**config.mk**
```make
export PLATFORM = sky130hd
export DESIGN_NAME = cpu_addressing_stack_status
export DESIGN_NICKNAME = d
export VERILOG_FILES = /design/src/design/core_pkg.sv /design/src/design/gpr_file.sv /design/src/design/cpu_addressing_stack_status.sv
export SDC_FILE = /design/constraint.sdc
export NUM_CORES = 1
export LEC_CHECK = 0
export ABC_AREA = 1
export BUFFER_PORTS_ARGS = -buffer_cell sky130_fd_sc_hd__buf_2
export CAP_MARGIN = 20
export CORE_ASPECT_RATIO = 0.8
export CORE_MARGIN = 1
export CORE_UTILIZATION = 63
export CTS_CLUSTER_SIZE = 24
export DETAILED_ROUTE_END_ITERATION = 7
export PLACE_DENSITY = 0.82
export SLEW_MARGIN = 0
export SYNTH_ARGS = -nofsm -noshare
export SYNTH_HDL_FRONTEND = slang
export SYNTH_SLANG_ARGS = --single-unit
```
**constraint.sdc**
```tcl
create_clock -name ref_clk -period 7.95 [get_ports ref_clk]
set_input_delay 1.1925 -clock ref_clk [delete_from_list [all_inputs] [get_ports ref_clk]]
set_output_delay 1.1925 -clock ref_clk [all_outputs]
set_load 0.1 [all_outputs]
```
**src/design/core_pkg.sv**
```systemverilog
package core_pkg;
  // ---------------------------------------------------------------
  // Widths and sizes
  // ---------------------------------------------------------------
  localparam int PC_W        = 9;
  localparam int NUM_GPR     = 32;
  localparam int IO_ADDR_W   = 6;
  localparam int STACK_DEPTH = 3;

  // ---------------------------------------------------------------
  // I/O map
  // ---------------------------------------------------------------
  localparam logic [5:0] STATUS_FLAGS_ADDR = 6'h3F;
  localparam logic [5:0] BIT_IO_LAST       = 6'h1F;
  localparam logic [7:0] STATUS_FLAGS_RST  = 8'h00;

  // ---------------------------------------------------------------
  // Status flag positions
  // ---------------------------------------------------------------
  localparam int FLAG_C = 0;
  localparam int FLAG_Z = 1;
  localparam int FLAG_N = 2;
  localparam int FLAG_V = 3;
  localparam int FLAG_S = 4;
  localparam int FLAG_H = 5;
  localparam int FLAG_T = 6;
  localparam int FLAG_I = 7;

  // ---------------------------------------------------------------
  // Register pointer and immediate bank
  // ---------------------------------------------------------------
  localparam logic [4:0] POINTER_REG_THIRTY = 5'h1E;
  localparam logic [4:0] IMM_BANK_BASE      = 5'h10;
  localparam logic [PC_W-1:0] RESET_VECTOR  = 9'h000;

  // ---------------------------------------------------------------
  // Instruction fields
  // ---------------------------------------------------------------
  localparam int DISP_W = 12;

  typedef enum logic [4:0] {
    OP_NOP, OP_ADD, OP_ADC, OP_SUB, OP_SBC, OP_AND, OP_OR, OP_EOR,
    OP_MOV, OP_COM, OP_NEG, OP_INC, OP_DEC, OP_LSR, OP_ROR,
    OP_SUBI, OP_ANDI, OP_ORI, OP_LDI, OP_LD_IND, OP_ST_IND,
    OP_IO_LOAD, OP_IO_STORE, OP_IO_BIT_SET, OP_IO_BIT_CLEAR,
    OP_SKIP_BIT_ONE, OP_SKIP_BIT_ZERO, OP_REL_JUMP, OP_REL_CALL,
    OP_SUB_EXIT, OP_INT_EXIT, OP_COPY_BIT
  } opcode_t;
endpackage

```
**src/design/gpr_file.sv**
```systemverilog
`timescale 1ns/1ps
module gpr_file
  import core_pkg::*;
(
  input  wire logic       ref_clk,
  input  wire logic [4:0] rd_addr_a,
  input  wire logic [4:0] rd_addr_b,
  output logic      [7:0] rd_data_a,
  output logic      [7:0] rd_data_b,
  input  wire logic       wr_en,
  input  wire logic [4:0] wr_addr,
  input  wire logic [7:0] wr_data
);
  // Asynchronous read ports so both operands, the ALU and write-back
  // fit in one cycle; registered read would cost a pipeline stage.
  logic [7:0] mem [NUM_GPR];

  always_ff @(posedge ref_clk) begin
    if (wr_en) begin
      mem[wr_addr] <= wr_data;
    end
  end

  assign rd_data_a = mem[rd_addr_a];
  assign rd_data_b = mem[rd_addr_b];
endmodule

```
**src/design/cpu_addressing_stack_status.sv**
```systemverilog
`timescale 1ns/1ps
// Operation
// - Single-register ops take their operand from the destination register.
// - Indirect ops access the register indexed by register 30.
// - Two-register ops read source and destination, result to destination.
// - I/O address comes from a 6-bit instruction field.
// - Relative jump and call go to program counter plus signed offset.
// - Return stack is 3 levels of 9-bit addresses.
// - Call or interrupt pushes to level 0, older levels move deeper.
// - Returns pop level 0 into program counter, levels shift up.
// - Calls beyond depth 3 silently drop the oldest address.
// - Core runs straight from the system clock, no divider.
// - Register read, ALU and write-back finish in one cycle.
// - io_load and io_store move data between registers and I/O.
// - Bit set and clear only act on I/O addresses 00 to 1F.
// - Skip-on-bit instructions test I/O bits in the same range.
// - Flag bit 7 is global interrupt enable, gating all interrupts.
// - Taking an interrupt clears enable; interrupt_exit sets it again.
// - Flag bit 6 is the copy bit for store and load copy-bit.
// - Sign flag always equals negative xor overflow.
// - Zero flag on zero result, negative flag on negative result.
// - Carry flag holds the operation carry.
// - Overflow flag holds two's complement overflow.
// - Half carry holds the carry out of the low nibble.
// - Immediate instructions address only registers 16 to 31.
// - Program counter is 9 bits and relative targets wrap.
module cpu_addressing_stack_status
  import core_pkg::*;
(
  input  wire logic             ref_clk,
  input  wire logic             rst,
  input  wire logic             instr_valid,
  input  wire opcode_t          instr_op,
  input  wire logic [4:0]       dest_sel,
  input  wire logic [4:0]       src_sel,
  input  wire logic [7:0]       imm_value,
  input  wire logic [5:0]       io_addr,
  input  wire logic [2:0]       bit_sel,
  input  wire logic             copy_dir_load,
  input  wire logic [DISP_W-1:0] rel_disp,
  input  wire logic             irq_pending,
  input  wire logic [PC_W-1:0]  irq_vector,
  input  wire logic [7:0]       io_rd_data,
  input  wire logic             io_rd_mapped,
  output logic [PC_W-1:0]       program_counter,
  output logic                  skip_next,
  output logic                  irq_taken,
  output logic [5:0]            io_addr_out,
  output logic [7:0]            io_wr_data,
  output logic                  io_wr_en,
  output logic [7:0]            status_flags_register,
  output logic [1:0]            stack_fill
);
  // -----------------------------------------------------------------
  // State
  // -----------------------------------------------------------------
  typedef struct packed {
    logic [PC_W-1:0]             pc;
    logic [STACK_DEPTH-1:0][PC_W-1:0] stack;
    logic [1:0]                  fill;
    logic [7:0]                  status_flags;
    logic                        skip;
    logic                        irq_ack;
    logic [5:0]                  io_a;
    logic [7:0]                  io_d;
    logic                        io_we;
  } state_t;

  state_t st_reg;
  state_t st_next;

  // -----------------------------------------------------------------
  // Helpers
  // -----------------------------------------------------------------
  function automatic logic [PC_W-1:0] rel_target(
    input logic [PC_W-1:0] pc, input logic [DISP_W-1:0] k);
    // Only the low bits matter because the address space wraps
    rel_target = pc + k[PC_W-1:0];
  endfunction

  function automatic logic [7:0] flags_update(
    input logic [7:0] old, input logic [7:0] res, input logic c,
    input logic v, input logic h, input logic upd_chv);
    logic [7:0] f;
    f = old;
    f[FLAG_Z] = (res == 8'h00);
    f[FLAG_N] = res[7];
    if (upd_chv) begin
      f[FLAG_C] = c;
      f[FLAG_H] = h;
    end
    f[FLAG_V] = v;
    f[FLAG_S] = f[FLAG_N] ^ f[FLAG_V];
    flags_update = f;
  endfunction

  // -----------------------------------------------------------------
  // Register file
  // -----------------------------------------------------------------
  logic [4:0] ra_addr;
  logic [4:0] rb_addr;
  logic [7:0] ra_data;
  logic [7:0] rb_data;
  logic [7:0] ptr_data;
  logic       gpr_we;
  logic [4:0] gpr_wa;
  logic [7:0] gpr_wd;
  logic [4:0] dest_eff;

  // Immediate forms only reach the upper bank
  assign dest_eff = (instr_op inside {OP_SUBI, OP_ANDI, OP_ORI, OP_LDI})
                    ? (dest_sel | IMM_BANK_BASE) : dest_sel;

  // Port B doubles as pointer read for indirect forms
  assign rb_addr  = (instr_op inside {OP_LD_IND, OP_ST_IND})
                    ? POINTER_REG_THIRTY : src_sel;
  assign ptr_data = rb_data;
  assign ra_addr  = (instr_op == OP_ST_IND) ? dest_sel : dest_eff;

  // Indirect load needs a third read; reuse port A by redirecting
  logic [7:0] ind_data;
  logic [4:0] ind_addr;
  assign ind_addr = ptr_data[4:0];

  gpr_file u_gpr (
    .ref_clk   (ref_clk),
    .rd_addr_a ((instr_op == OP_LD_IND) ? ind_addr : ra_addr),
    .rd_addr_b (rb_addr),
    .rd_data_a (ra_data),
    .rd_data_b (rb_data),
    .wr_en     (gpr_we),
    .wr_addr   (gpr_wa),
    .wr_data   (gpr_wd)
  );
  assign ind_data = ra_data;

  // -----------------------------------------------------------------
  // Next state and ALU, all settled within the cycle
  // -----------------------------------------------------------------
  always_comb begin
    logic [8:0] sum;
    logic [7:0] opa;
    logic [7:0] opb;
    logic [7:0] res;
    logic       h;
    logic       v;
    logic       io_ok;
    logic [7:0] io_val;
    sum = 9'h000;
    opa = ra_data;
    opb = rb_data;
    res = 8'h00;
    h = 1'b0;
    v = 1'b0;
    st_next = st_reg;
    st_next.irq_ack = 1'b0;
    st_next.io_we = 1'b0;
    gpr_we = 1'b0;
    gpr_wa = dest_eff;
    gpr_wd = 8'h00;
    io_ok = io_rd_mapped;
    // Reserved locations read as zero
    io_val = (io_addr == STATUS_FLAGS_ADDR) ? st_reg.status_flags
             : (io_ok ? io_rd_data : 8'h00);

    if (irq_pending && st_reg.status_flags[FLAG_I] && !st_reg.skip) begin
      // Interrupt entry replaces the instruction in this slot
      st_next.stack = {st_reg.stack[1:0], st_reg.pc};
      if (st_reg.fill != 2'(STACK_DEPTH)) begin
        st_next.fill = st_reg.fill + 2'd1;
      end
      st_next.pc = irq_vector;
      st_next.status_flags[FLAG_I] = 1'b0;
      st_next.irq_ack = 1'b1;
    end else if (instr_valid) begin
      // Skip holds over idle cycles until an instruction consumes it
      st_next.skip = 1'b0;
      st_next.pc = st_reg.pc + 9'd1;
      if (st_reg.skip) begin
        // Skipped instruction only advances the counter
      end else begin
        unique case (instr_op)
          OP_ADD, OP_ADC, OP_SUB, OP_SBC, OP_SUBI: begin
            if (instr_op == OP_SUBI) opb = imm_value;
            if (instr_op inside {OP_ADD, OP_ADC}) begin
              sum = {1'b0, opa} + {1'b0, opb}
                    + {8'h00, instr_op == OP_ADC && st_reg.status_flags[FLAG_C]};
              h = (opa[3] & opb[3]) | (opb[3] & ~sum[3]) | (~sum[3] & opa[3]);
              v = (opa[7] == opb[7]) && (sum[7] != opa[7]);
            end else begin
              sum = {1'b0, opa} - {1'b0, opb}
                    - {8'h00, instr_op == OP_SBC && st_reg.status_flags[FLAG_C]};
              h = (~opa[3] & opb[3]) | (opb[3] & sum[3]) | (sum[3] & ~opa[3]);
              v = (opa[7] != opb[7]) && (sum[7] != opa[7]);
            end
            res = sum[7:0];
            st_next.status_flags = flags_update(st_reg.status_flags, res, sum[8], v, h, 1'b1);
            gpr_we = 1'b1;
            gpr_wd = res;
          end
          OP_AND, OP_OR, OP_EOR, OP_ANDI, OP_ORI: begin
            if (instr_op inside {OP_ANDI, OP_ORI}) opb = imm_value;
            unique case (instr_op)
              OP_AND, OP_ANDI: res = opa & opb;
              OP_OR, OP_ORI:   res = opa | opb;
              default:         res = opa ^ opb;
            endcase
            st_next.status_flags = flags_update(st_reg.status_flags, res, 1'b0, 1'b0,
                                        1'b0, 1'b0);
            gpr_we = 1'b1;
            gpr_wd = res;
          end
          OP_MOV: begin
            gpr_we = 1'b1;
            gpr_wd = opb;
          end
          OP_LDI: begin
            gpr_we = 1'b1;
            gpr_wd = imm_value;
          end
          OP_COM, OP_NEG, OP_INC, OP_DEC, OP_LSR, OP_ROR: begin
            unique case (instr_op)
              OP_COM: begin
                res = ~opa;
                sum = {1'b1, res};
              end
              OP_NEG: begin
                sum = 9'h000 - {1'b0, opa};
                res = sum[7:0];
                v = (res == 8'h80);
                h = res[3] | opa[3];
              end
              OP_INC: begin
                res = opa + 8'h01;
                v = (res == 8'h80);
                sum = {st_reg.status_flags[FLAG_C], res};
              end
              OP_DEC: begin
                res = opa - 8'h01;
                v = (res == 8'h7F);
                sum = {st_reg.status_flags[FLAG_C], res};
              end
              default: begin
                res = {(instr_op == OP_ROR) & st_reg.status_flags[FLAG_C], opa[7:1]};
                sum = {opa[0], res};
                v = res[7] ^ opa[0];
              end
            endcase
            st_next.status_flags = flags_update(st_reg.status_flags, res, sum[8], v, h,
                                        1'b1);
            if (instr_op inside {OP_INC, OP_DEC, OP_LSR, OP_ROR, OP_COM})
              st_next.status_flags[FLAG_H] = st_reg.status_flags[FLAG_H];
            gpr_we = 1'b1;
            gpr_wd = res;
          end
          OP_LD_IND: begin
            gpr_wa = dest_sel;
            gpr_we = 1'b1;
            gpr_wd = ind_data;
          end
          OP_ST_IND: begin
            gpr_wa = ptr_data[4:0];
            gpr_we = 1'b1;
            gpr_wd = ra_data;
          end
          OP_IO_LOAD: begin
            gpr_we = 1'b1;
            gpr_wd = io_val;
          end
          OP_IO_STORE: begin
            st_next.io_a = io_addr;
            if (io_addr == STATUS_FLAGS_ADDR) begin
              st_next.status_flags = ra_data;
              st_next.status_flags[FLAG_S] = ra_data[FLAG_N] ^ ra_data[FLAG_V];
            end else if (io_ok) begin
              st_next.io_d = ra_data;
              st_next.io_we = 1'b1;
            end
          end
          OP_IO_BIT_SET, OP_IO_BIT_CLEAR: begin
            if (io_addr <= BIT_IO_LAST && io_ok) begin
              st_next.io_a = io_addr;
              st_next.io_d = io_rd_data;
              st_next.io_d[bit_sel] = (instr_op == OP_IO_BIT_SET);
              st_next.io_we = 1'b1;
            end
          end
          OP_SKIP_BIT_ONE, OP_SKIP_BIT_ZERO: begin
            if (io_addr <= BIT_IO_LAST) begin
              st_next.skip = io_val[bit_sel]
                             == (instr_op == OP_SKIP_BIT_ONE);
            end
          end
          OP_REL_JUMP: begin
            st_next.pc = rel_target(st_reg.pc, rel_disp);
          end
          OP_REL_CALL: begin
            st_next.stack = {st_reg.stack[1:0], st_next.pc};
            if (st_reg.fill != 2'(STACK_DEPTH)) begin
              st_next.fill = st_reg.fill + 2'd1;
            end
            st_next.pc = rel_target(st_reg.pc, rel_disp);
          end
          OP_SUB_EXIT, OP_INT_EXIT: begin
            st_next.pc = st_reg.stack[0];
            st_next.stack = {st_reg.stack[2], st_reg.stack[2:1]};
            if (st_reg.fill != 2'd0) begin
              st_next.fill = st_reg.fill - 2'd1;
            end
            if (instr_op == OP_INT_EXIT) begin
              st_next.status_flags[FLAG_I] = 1'b1;
            end
          end
          OP_COPY_BIT: begin
            if (copy_dir_load) begin
              gpr_we = 1'b1;
              gpr_wd = opa;
              gpr_wd[bit_sel] = st_reg.status_flags[FLAG_T];
            end else begin
              st_next.status_flags[FLAG_T] = opa[bit_sel];
            end
          end
          OP_NOP: begin
          end
        endcase
      end
    end
  end

  // -----------------------------------------------------------------
  // Registers
  // -----------------------------------------------------------------
  always_ff @(posedge ref_clk) begin
    if (rst) begin
      st_reg <= '0;
      st_reg.pc <= RESET_VECTOR;
      st_reg.status_flags <= STATUS_FLAGS_RST;
    end else begin
      st_reg <= st_next;
    end
  end

  assign program_counter       = st_reg.pc;
  assign skip_next             = st_reg.skip;
  assign irq_taken             = st_reg.irq_ack;
  assign io_addr_out           = st_reg.io_a;
  assign io_wr_data            = st_reg.io_d;
  assign io_wr_en              = st_reg.io_we;
  assign status_flags_register = st_reg.status_flags;
  assign stack_fill            = st_reg.fill;
endmodule

```
==> results of run 1 <==
-- how the worst max path moves through the flow --
stage           startpoint          endpoint  slack (ns)  cells past startpoint
3_5_place_dp   instr_op[1]   u_gpr.mem[9][7]        0.12                     31
5_1_grt        instr_op[2]   u_gpr.mem[2][7]       0.001                     32
4_1_cts        instr_op[1]  u_gpr.mem[29][7]        0.63                     31
6_report       instr_op[1]   u_gpr.mem[8][7]        0.25                     31
2_1_floorplan  instr_op[3]   u_gpr.mem[0][6]        1.45                     34
3_3_place_gp   instr_op[1]   u_gpr.mem[9][7]        0.28                     34
-- synth_stat cells, types with 50 or more instances --
library cell,number
a21oi_1,129
buf_4,57
clkbuf_1,52
dfxtp_1,63
edfxtp_1,256
ha_1,54
inv_1,240
nand2_1,661
nand3_1,441
nor2_1,190
o211ai_1,50
o21ai_0,149
-- layer usage --
metal  wire length, um  GRT usage [%]  vias to the layer above
li1                  -              -                     9300
met1             27870          59.67                     9726
met2             31740          64.90                     1730
met3             10730          11.35                      286
met4              3009          16.50                        0
met5                 0              0                        -
-- where the power goes --
| part | switching [mW] | internal (mW) | leakage, nW | total [mW] |
|---|---|---|---|---|
| clock | 0.695 | 0.868 | 0.520 | 1.56 |
| combinational | 0.805 | 0.326 | 5.95 | 1.13 |
| sequential | 0.0184 | 1.84 | 2.91 | 1.86 |
-- worst max-delay path: cells and delay by family --
kind                       cells  cell delay [ns]
AOI/OAI and AO/OA              4             0.90
adders and majority gates      2             0.62
buffers and inverters          5             1.26
and+or+nand+nor               20             3.92
-- logic make-up after synthesis --
group                    share of synthesized area, %
AO/OA/AOI/OAI                                   13.33
XOR/XNOR                                       0.7115
adder cells (fa/ha/maj)                         3.835
buffers and inverters                           9.286
flip-flops                                      43.12
multiplexers                                  0.04824
AND/OR/NAND/NOR                                 29.67
-- layout make-up --
type | instances | area share, %
clock buffer | 44 | 4.115
clock inverter | 14 | 0.5255
inverter | 251 | 4.176
multi-input combinational | 1941 | 43.87
sequential | 319 | 39.56
tap | 427 | 2.362
timing repair buffer | 184 | 5.388
-- through the flow --
step | utilization, % | total power [mW] | std cells | setup slack [ns]
2_1_floorplan | - | 2.623 | 2679 | 1.450
3_3_place_gp | 66.39 | 2.939 | 3121 | 0.2828
3_5_place_dp | 66.39 | 2.968 | 3121 | 0.1165
4_1_cts | 69.62 | 4.490 | 3179 | 0.6261
5_1_grt | 69.64 | 4.672 | 3180 | 0.001257
6_report | 69.64 | 4.549 | 3180 | 0.2531
==> flow_metrics.py, run 1 <==
metrics = {
    "hold_path": {
        "hold_path_depth": 2,
        "timing.hold.worst_endpoint": "io_wr_data[2]",
        "min-delay-path-class": "register to register",
        "hold_sp": "io_wr_data[2]",
    },
    "layout": {
        "finish.net_count": 2858,
        "area_of_combinational_cells_with_multiple_inputs_mm2": 0.009923,
        "post_route_cells_drive_above_1_share_pct": 10.90,
        "layout_common_cells": "nand2_1, nand3_1, edfxtp_1",
        "mostFrequentLayoutCell": "nand2_1",
        "layout.cell_area.non_filler_mm2": 0.02262,
        "inserted_diodes": 0,
        "filler_cell_count": 2579,
        "largest_register_ff_count": 256,
        "final-seq-area_mm2": 0.008949,
        "area_growth_pct": 9.002,
    },
    "place": {
        "portBuffers": 99,
        "cell_area_after_placement_mm2": 0.02156,
        "routabilityCongestion": 0.9850,
        "post-dp-hpwl_um": 50130,
    },
    "synthesis": {
        "ys_types": 62,
        "synth_enable_flop_cells": 256,
        "ys_seq_elements": 319,
        "synth_ff_type": "edfxtp_1",
        "synthDominantAreaCellType": "edfxtp_1",
        "synth.net_count": 2806,
        "synth_area_per_inst_um2": 7.746,
        "yosysSeqAreaShare_pct": 43.12,
        "synth_largest_type_area_fraction_pct": 37.05,
        "share_of_async_settable_or_async_resettable_flops_after_synthesis_pct": 0,
        "netlist_area_mm2": 0.02075,
        "netlist_instances": 2679,
        "synthesis.yosys.warnings": 0,
        "synthTopCellsByArea": "edfxtp_1, nand2_1, nand3_1",
    },
    "clock_network": {
        "tritoncts": "done",
        "path_clk_slew_ns": 0.06,
        "post-cts-setup-buffers": 0,
        "tritoncts.num_buffers": 34,
        "clock_tree.root_cell": "clkbuf_16",
        "total_of_hold_buffers_inserted_after_clock_tree_synthesis": 0,
        "ctsLongestPathBuffers": 3,
        "cts_max_level": 2,
        "postCtsResizedCells": 0,
        "tritoncts_num_sinks": 319,
        "clock_latency_ns": 0.56,
    },
    "sta": {
        "rsz_0062_raised_after_global_routing": "false",
        "hold_viol_final": 0,
        "tightestPinTransition_ns": 1.059,
        "setup-violations-final": 0,
        "relSlewSlack_pct": 28.92,
        "maxSlewViolCount": 0,
        "timing.final.crit_share_pct": 96.82,
        "final.setup.tns_ns": 0,
        "finalHoldWorstSlack_ns": 0.4658,
        "timing.final.crit_period_ns": 7.697,
        "max_freq_ghz": 0.1299,
        "clock_skew_ns": 0.02456,
    },
    "global_route": {
        "globalRouteOverflowTotal": 0,
        "grt_first_pass_wirelength_um": 109700,
        "grt_util_all_layers_pct": 43.14,
        "number_of_antenna_violations_at_the_first_check_in_global_routing": 0,
        "maximum_number_of_pins_on_one_net_before_global_route_repair": 71,
        "first_global_vias": 19120,
    },
    "floorplanning": {
        "top_level_ports": 103,
        "floorplan.initialDensity_pct": 63.89,
        "design.core.area_mm2": 0.03248,
        "die_x_um": 204.9,
        "fp.dieArea_mm2": 0.03367,
        "fp.dieH_um": 164.3,
        "num_rows": 59,
    },
    "critical_path": {
        "critical-path-top-cell-by-count": "nand3_1",
        "r2r_slack_ns": 1.79,
        "cp_capture_type": "register",
        "critical_path_class": "input pin to register",
        "worst_r2r_path_depth": 27,
        "worstPathRequired_ns": 8.26,
        "rr_startpoint": "u_gpr.mem[24][0]",
        "critical_path_peak_fanout": 50,
        "critical_path.max_stage_delay_ns": 0.57,
        "timing.critical_path.arrival_ns": 8.01,
        "worst_path_max_delay_cell": "nor2_4",
        "worst_r2r_endpoint": "u_gpr.mem[8][7]",
        "setup.worst_path.start_class": "input pin",
    },
    "detailed_routing": {
        "postRouteWirelength_um": 73350,
        "drc": 1,
        "detailroute.via_count": 21040,
        "detail_route.iter0.violations": 3895,
        "wire_per_inst_um": 23.06,
        "detail_route.vias_per_cell": 6.617,
        "detail_route.first_pass.iterations": 8,
        "antenna_violating_nets_post_route": 0,
    },
    "power": {
        "irDropWorstVdd_v": 0.0002057,
        "leakagePower_nw": 9.378,
        "cellPowerDensity_mw_per_mm2": 201.1,
    },
    "run_status": {
        "violations": "design-rule violations",
        "run_status": "complete, but fails checks",
    },
    "job": {
        "maxCapViolCount": 0,
    },
}
No activity file was read; power rests on OpenSTA's default activity.
==> inputs of run 2 (changes only) <==
--- a/config.mk
+++ b/config.mk
@@ -5,7 +5,6 @@
 export SDC_FILE = /design/constraint.sdc
 export NUM_CORES = 1
 export LEC_CHECK = 0
-export ABC_AREA = 1
 export BUFFER_PORTS_ARGS = -buffer_cell sky130_fd_sc_hd__buf_2
 export CAP_MARGIN = 20
 export CORE_ASPECT_RATIO = 0.8
==> flow_metrics.py, run 2 <==
metrics = {
    "synthesis": {
        "ys_seq_elements": 319,
        "yosys-top-cells-count": "nand2_1, edfxtp_1, nor2_1, a21oi_1, mux2i_1",
        "synthesis.yosys.warnings": 0,
        "synth_enable_flop_cells": 256,
        "yosysSeqAreaShare_pct": 43.07,
        "synth_area_per_inst_um2": 9.333,
        "synth_largest_type_area_fraction_pct": 37.00,
        "synthDominantAreaCellType": "edfxtp_1",
        "post-synth-top-count-cell": "nand2_1",
        "synthTopCellsByArea": "edfxtp_1, nand2_1, dfxtp_1",
        "netlist_instances": 2226,
        "ys_types": 101,
        "share_of_async_settable_or_async_resettable_flops_after_synthesis_pct": 0,
        "synth.net_count": 2353,
        "netlist_area_mm2": 0.02078,
        "synth_ff_type": "edfxtp_1",
    },
    "clock_network": {
        "path_clk_slew_ns": 0.06,
        "tritoncts.num_buffers": 34,
        "tritoncts_num_sinks": 319,
        "total_of_hold_buffers_inserted_after_clock_tree_synthesis": 0,
        "clock_latency_ns": 0.55,
        "clock_tree.root_cell": "clkbuf_16",
        "ctsLongestPathBuffers": 3,
        "post-cts-setup-buffers": 0,
        "postCtsResizedCells": 0,
        "cts_max_level": 2,
        "tritoncts": "done",
    },
    "sta": {
        "tightestPinTransition_ns": 1.230,
        "finalHoldWorstSlack_ns": 0.4974,
        "maxSlewViolCount": 0,
        "timing.final.crit_period_ns": 7.286,
        "clock_skew_ns": 0.02437,
        "rsz_0062_raised_after_global_routing": "false",
        "hold_viol_final": 0,
        "max_freq_ghz": 0.1372,
        "final.setup.tns_ns": 0,
        "finalWorstSetupSlack_ns": 0.6638,
        "relSlewSlack_pct": 17.46,
        "setup-violations-final": 0,
        "timing.final.crit_share_pct": 91.65,
    },
    "critical_path": {
        "timing.critical_path.from": "instr_op[0]",
        "critical_path.max_stage_delay_ns": 0.98,
        "rr_startpoint": "u_gpr.mem[26][1]",
        "critical_path_class": "input pin to register",
        "critPathBufInv": 2,
        "cp.depth": 22,
        "timing.critical_path.arrival_ns": 7.55,
        "critPathCapture": "u_gpr.mem[2][6]",
        "r2r_slack_ns": 1.53,
        "worstPathRequired_ns": 8.21,
        "worst_r2r_path_depth": 22,
        "critical-path-top-delay-family": "compound AO/OA/AOI/OAI gates",
        "critical_path_peak_fanout": 32,
        "worst_r2r_endpoint": "u_gpr.mem[2][6]",
        "setup.worst_path.start_class": "input pin",
        "worst_path_max_delay_cell": "a311oi_1",
        "cp_capture_type": "register",
        "cells_along_the_critical_path": "buf_2, and3b_1, o21a_2, a2111oi_0, o311ai_1, o22ai_2, a32oi_2, a311oi_1, nor4_4, fa_1, fa_1, nor2b_1, o21ai_0, nand2b_1, a21o_1, a21o_1, xor2_1, o21ai_0, o221ai_1, a221oi_1, nor2_2, buf_12",
    },
    "run_status": {
        "run_status": "complete, no violations",
    },
    "floorplanning": {
        "fp.dieH_um": 164.4,
        "design.core.area_mm2": 0.03248,
        "floorplan.initialDensity_pct": 63.96,
        "die_x_um": 205.0,
        "top_level_ports": 103,
        "fp.dieArea_mm2": 0.03371,
        "num_rows": 59,
    },
    "hold_path": {
        "hold_sp": "io_wr_data[6]",
        "hold_path_depth": 2,
        "min-delay-path-class": "register to register",
    },
    "layout": {
        "layout_common_cells": "nand2_1, edfxtp_1, nor2_1",
        "finish.net_count": 2449,
        "area_growth_pct": 11.89,
        "filler_cell_count": 2359,
        "post_route_cells_drive_above_1_share_pct": 16.12,
        "instances_no_fill": 2774,
        "largest_register_ff_count": 256,
        "mostFrequentLayoutCell": "nand2_1",
    },
    "power": {
        "irDropWorstVdd_v": 0.0002107,
        "leakagePower_nw": 8.877,
        "power.net_switching_mw": 1.538,
        "cellPowerDensity_mw_per_mm2": 204.1,
        "sequentialPowerShare_pct": 39.3,
        "switching_share_pct": 32.41,
        "internal-power_mw": 3.207,
        "clock_power_share_pct": 34.8,
        "share_comb_of_total_power_pct": 25.9,
    },
    "global_route": {
        "grt_first_pass_wirelength_um": 115900,
        "first_global_vias": 18530,
        "grt_util_all_layers_pct": 46.91,
        "number_of_antenna_violations_at_the_first_check_in_global_routing": 5,
        "maximum_number_of_pins_on_one_net_before_global_route_repair": 65,
        "globalRouteOverflowTotal": 0,
    },
    "detailed_routing": {
        "antenna_violating_nets_post_route": 0,
        "wire_per_inst_um": 28.94,
        "drc": 0,
        "detailroute.via_count": 20270,
        "detail_route.first_pass.iterations": 7,
        "detail_route.vias_per_cell": 7.306,
        "postRouteWirelength_um": 80290,
        "detail_route.iter0.violations": 3886,
    },
    "place": {
        "portBuffers": 99,
        "post-place-cells": 2711,
        "post-dp-hpwl_um": 56400,
        "detailedPlace.worstSlack_ns": 0.4437,
        "routabilityCongestion": 1.118,
    },
    "job": {
        "maxCapViolCount": 0,
    },
}
==> run 2: routing by layer <==
metal	vias to the layer above	GRT usage [%]	part of all wire, %
met5	-	0	0.034
met3	323	20.40	18
met4	4	17.00	4.0
li1	8540	-	-
met1	9578	64.70	37
met2	1821	65.06	40
==> run 2: worst reg2reg max path, cell delays in order, from the launching register on <==
cell      delay (ns)
edfxtp_1        0.47
or4_4           0.59
o211a_2         0.18
a21oi_4         0.34
buf_4           0.39
and3_1          0.25
a311oi_1        0.06
a311oi_1        0.89
nor4_4          0.18
and2_0          0.19
buf_4           0.16
fa_1            0.42
nor2b_1         0.15
o21ai_0         0.16
nand2b_1        0.11
a21o_1          0.20
a21o_1          0.20
xor2_1          0.13
o21ai_0         0.35
o221ai_1        0.17
a221oi_1        0.27
nor2_2          0.08
buf_12          0.18
==> run 2: worst min-delay path by stage <==
stage	endpoint	slack, ns
floorplan	status_flags_register[2]	0.45
global placement	io_addr_out[4]	0.47
detailed placement	io_wr_data[6]	0.49
CTS	io_wr_data[6]	0.50
global route	io_wr_data[6]	0.52
finish	io_wr_data[6]	0.50
==> run 2: area by class of cell <==
class	instances	area, um^2	share of cell area (%)
clock inverters	20	229.0	0.9849
inverters	50	187.7	0.8073
flip-flops and latches	319	8949	38.49
clock buffers	39	890.9	3.832
repair buffers	243	1680	7.228
well taps	427	534.3	2.298
multi-input cells	1674	10770	46.33
diodes	2	5.005	0.02153
==> run 2: stage by stage <==
step / power, mW / area [um^2] / utilization (%)
6_report: 4.745 / 23250 / 71.57
3_5_place_dp: 3.066 / 22100 / 68.05
4_1_cts: 4.678 / 23220 / 71.50
2_1_floorplan: 2.652 / 20780 / -
5_1_grt: 4.852 / 23240 / 71.56
3_3_place_gp: 3.041 / 22100 / 68.05
==> run 2: kinds of logic after synthesis <==
kind of cell / after synthesis / share of synthesized area [%]
AOI/OAI and AO/OA: 602 / 20.20
xor gates and xnor gates: 31 / 1.307
adders and majority gates: 60 / 3.830
buffers and inverters: 233 / 5.414
DFF: 319 / 43.07
muxes: 136 / 7.263
and+or+nand+nor: 845 / 18.91
==> run 2: power by group through the flow <==
stage,combinational [mW],clock (mW),sequential [mW]
6_report,1.23,1.65,1.87
5_1_grt,1.29,1.70,1.87
4_1_cts,1.18,1.64,1.86
3_5_place_dp,1.17,0,1.90
3_3_place_gp,1.14,0,1.90
2_1_floorplan,0.758,0,1.89
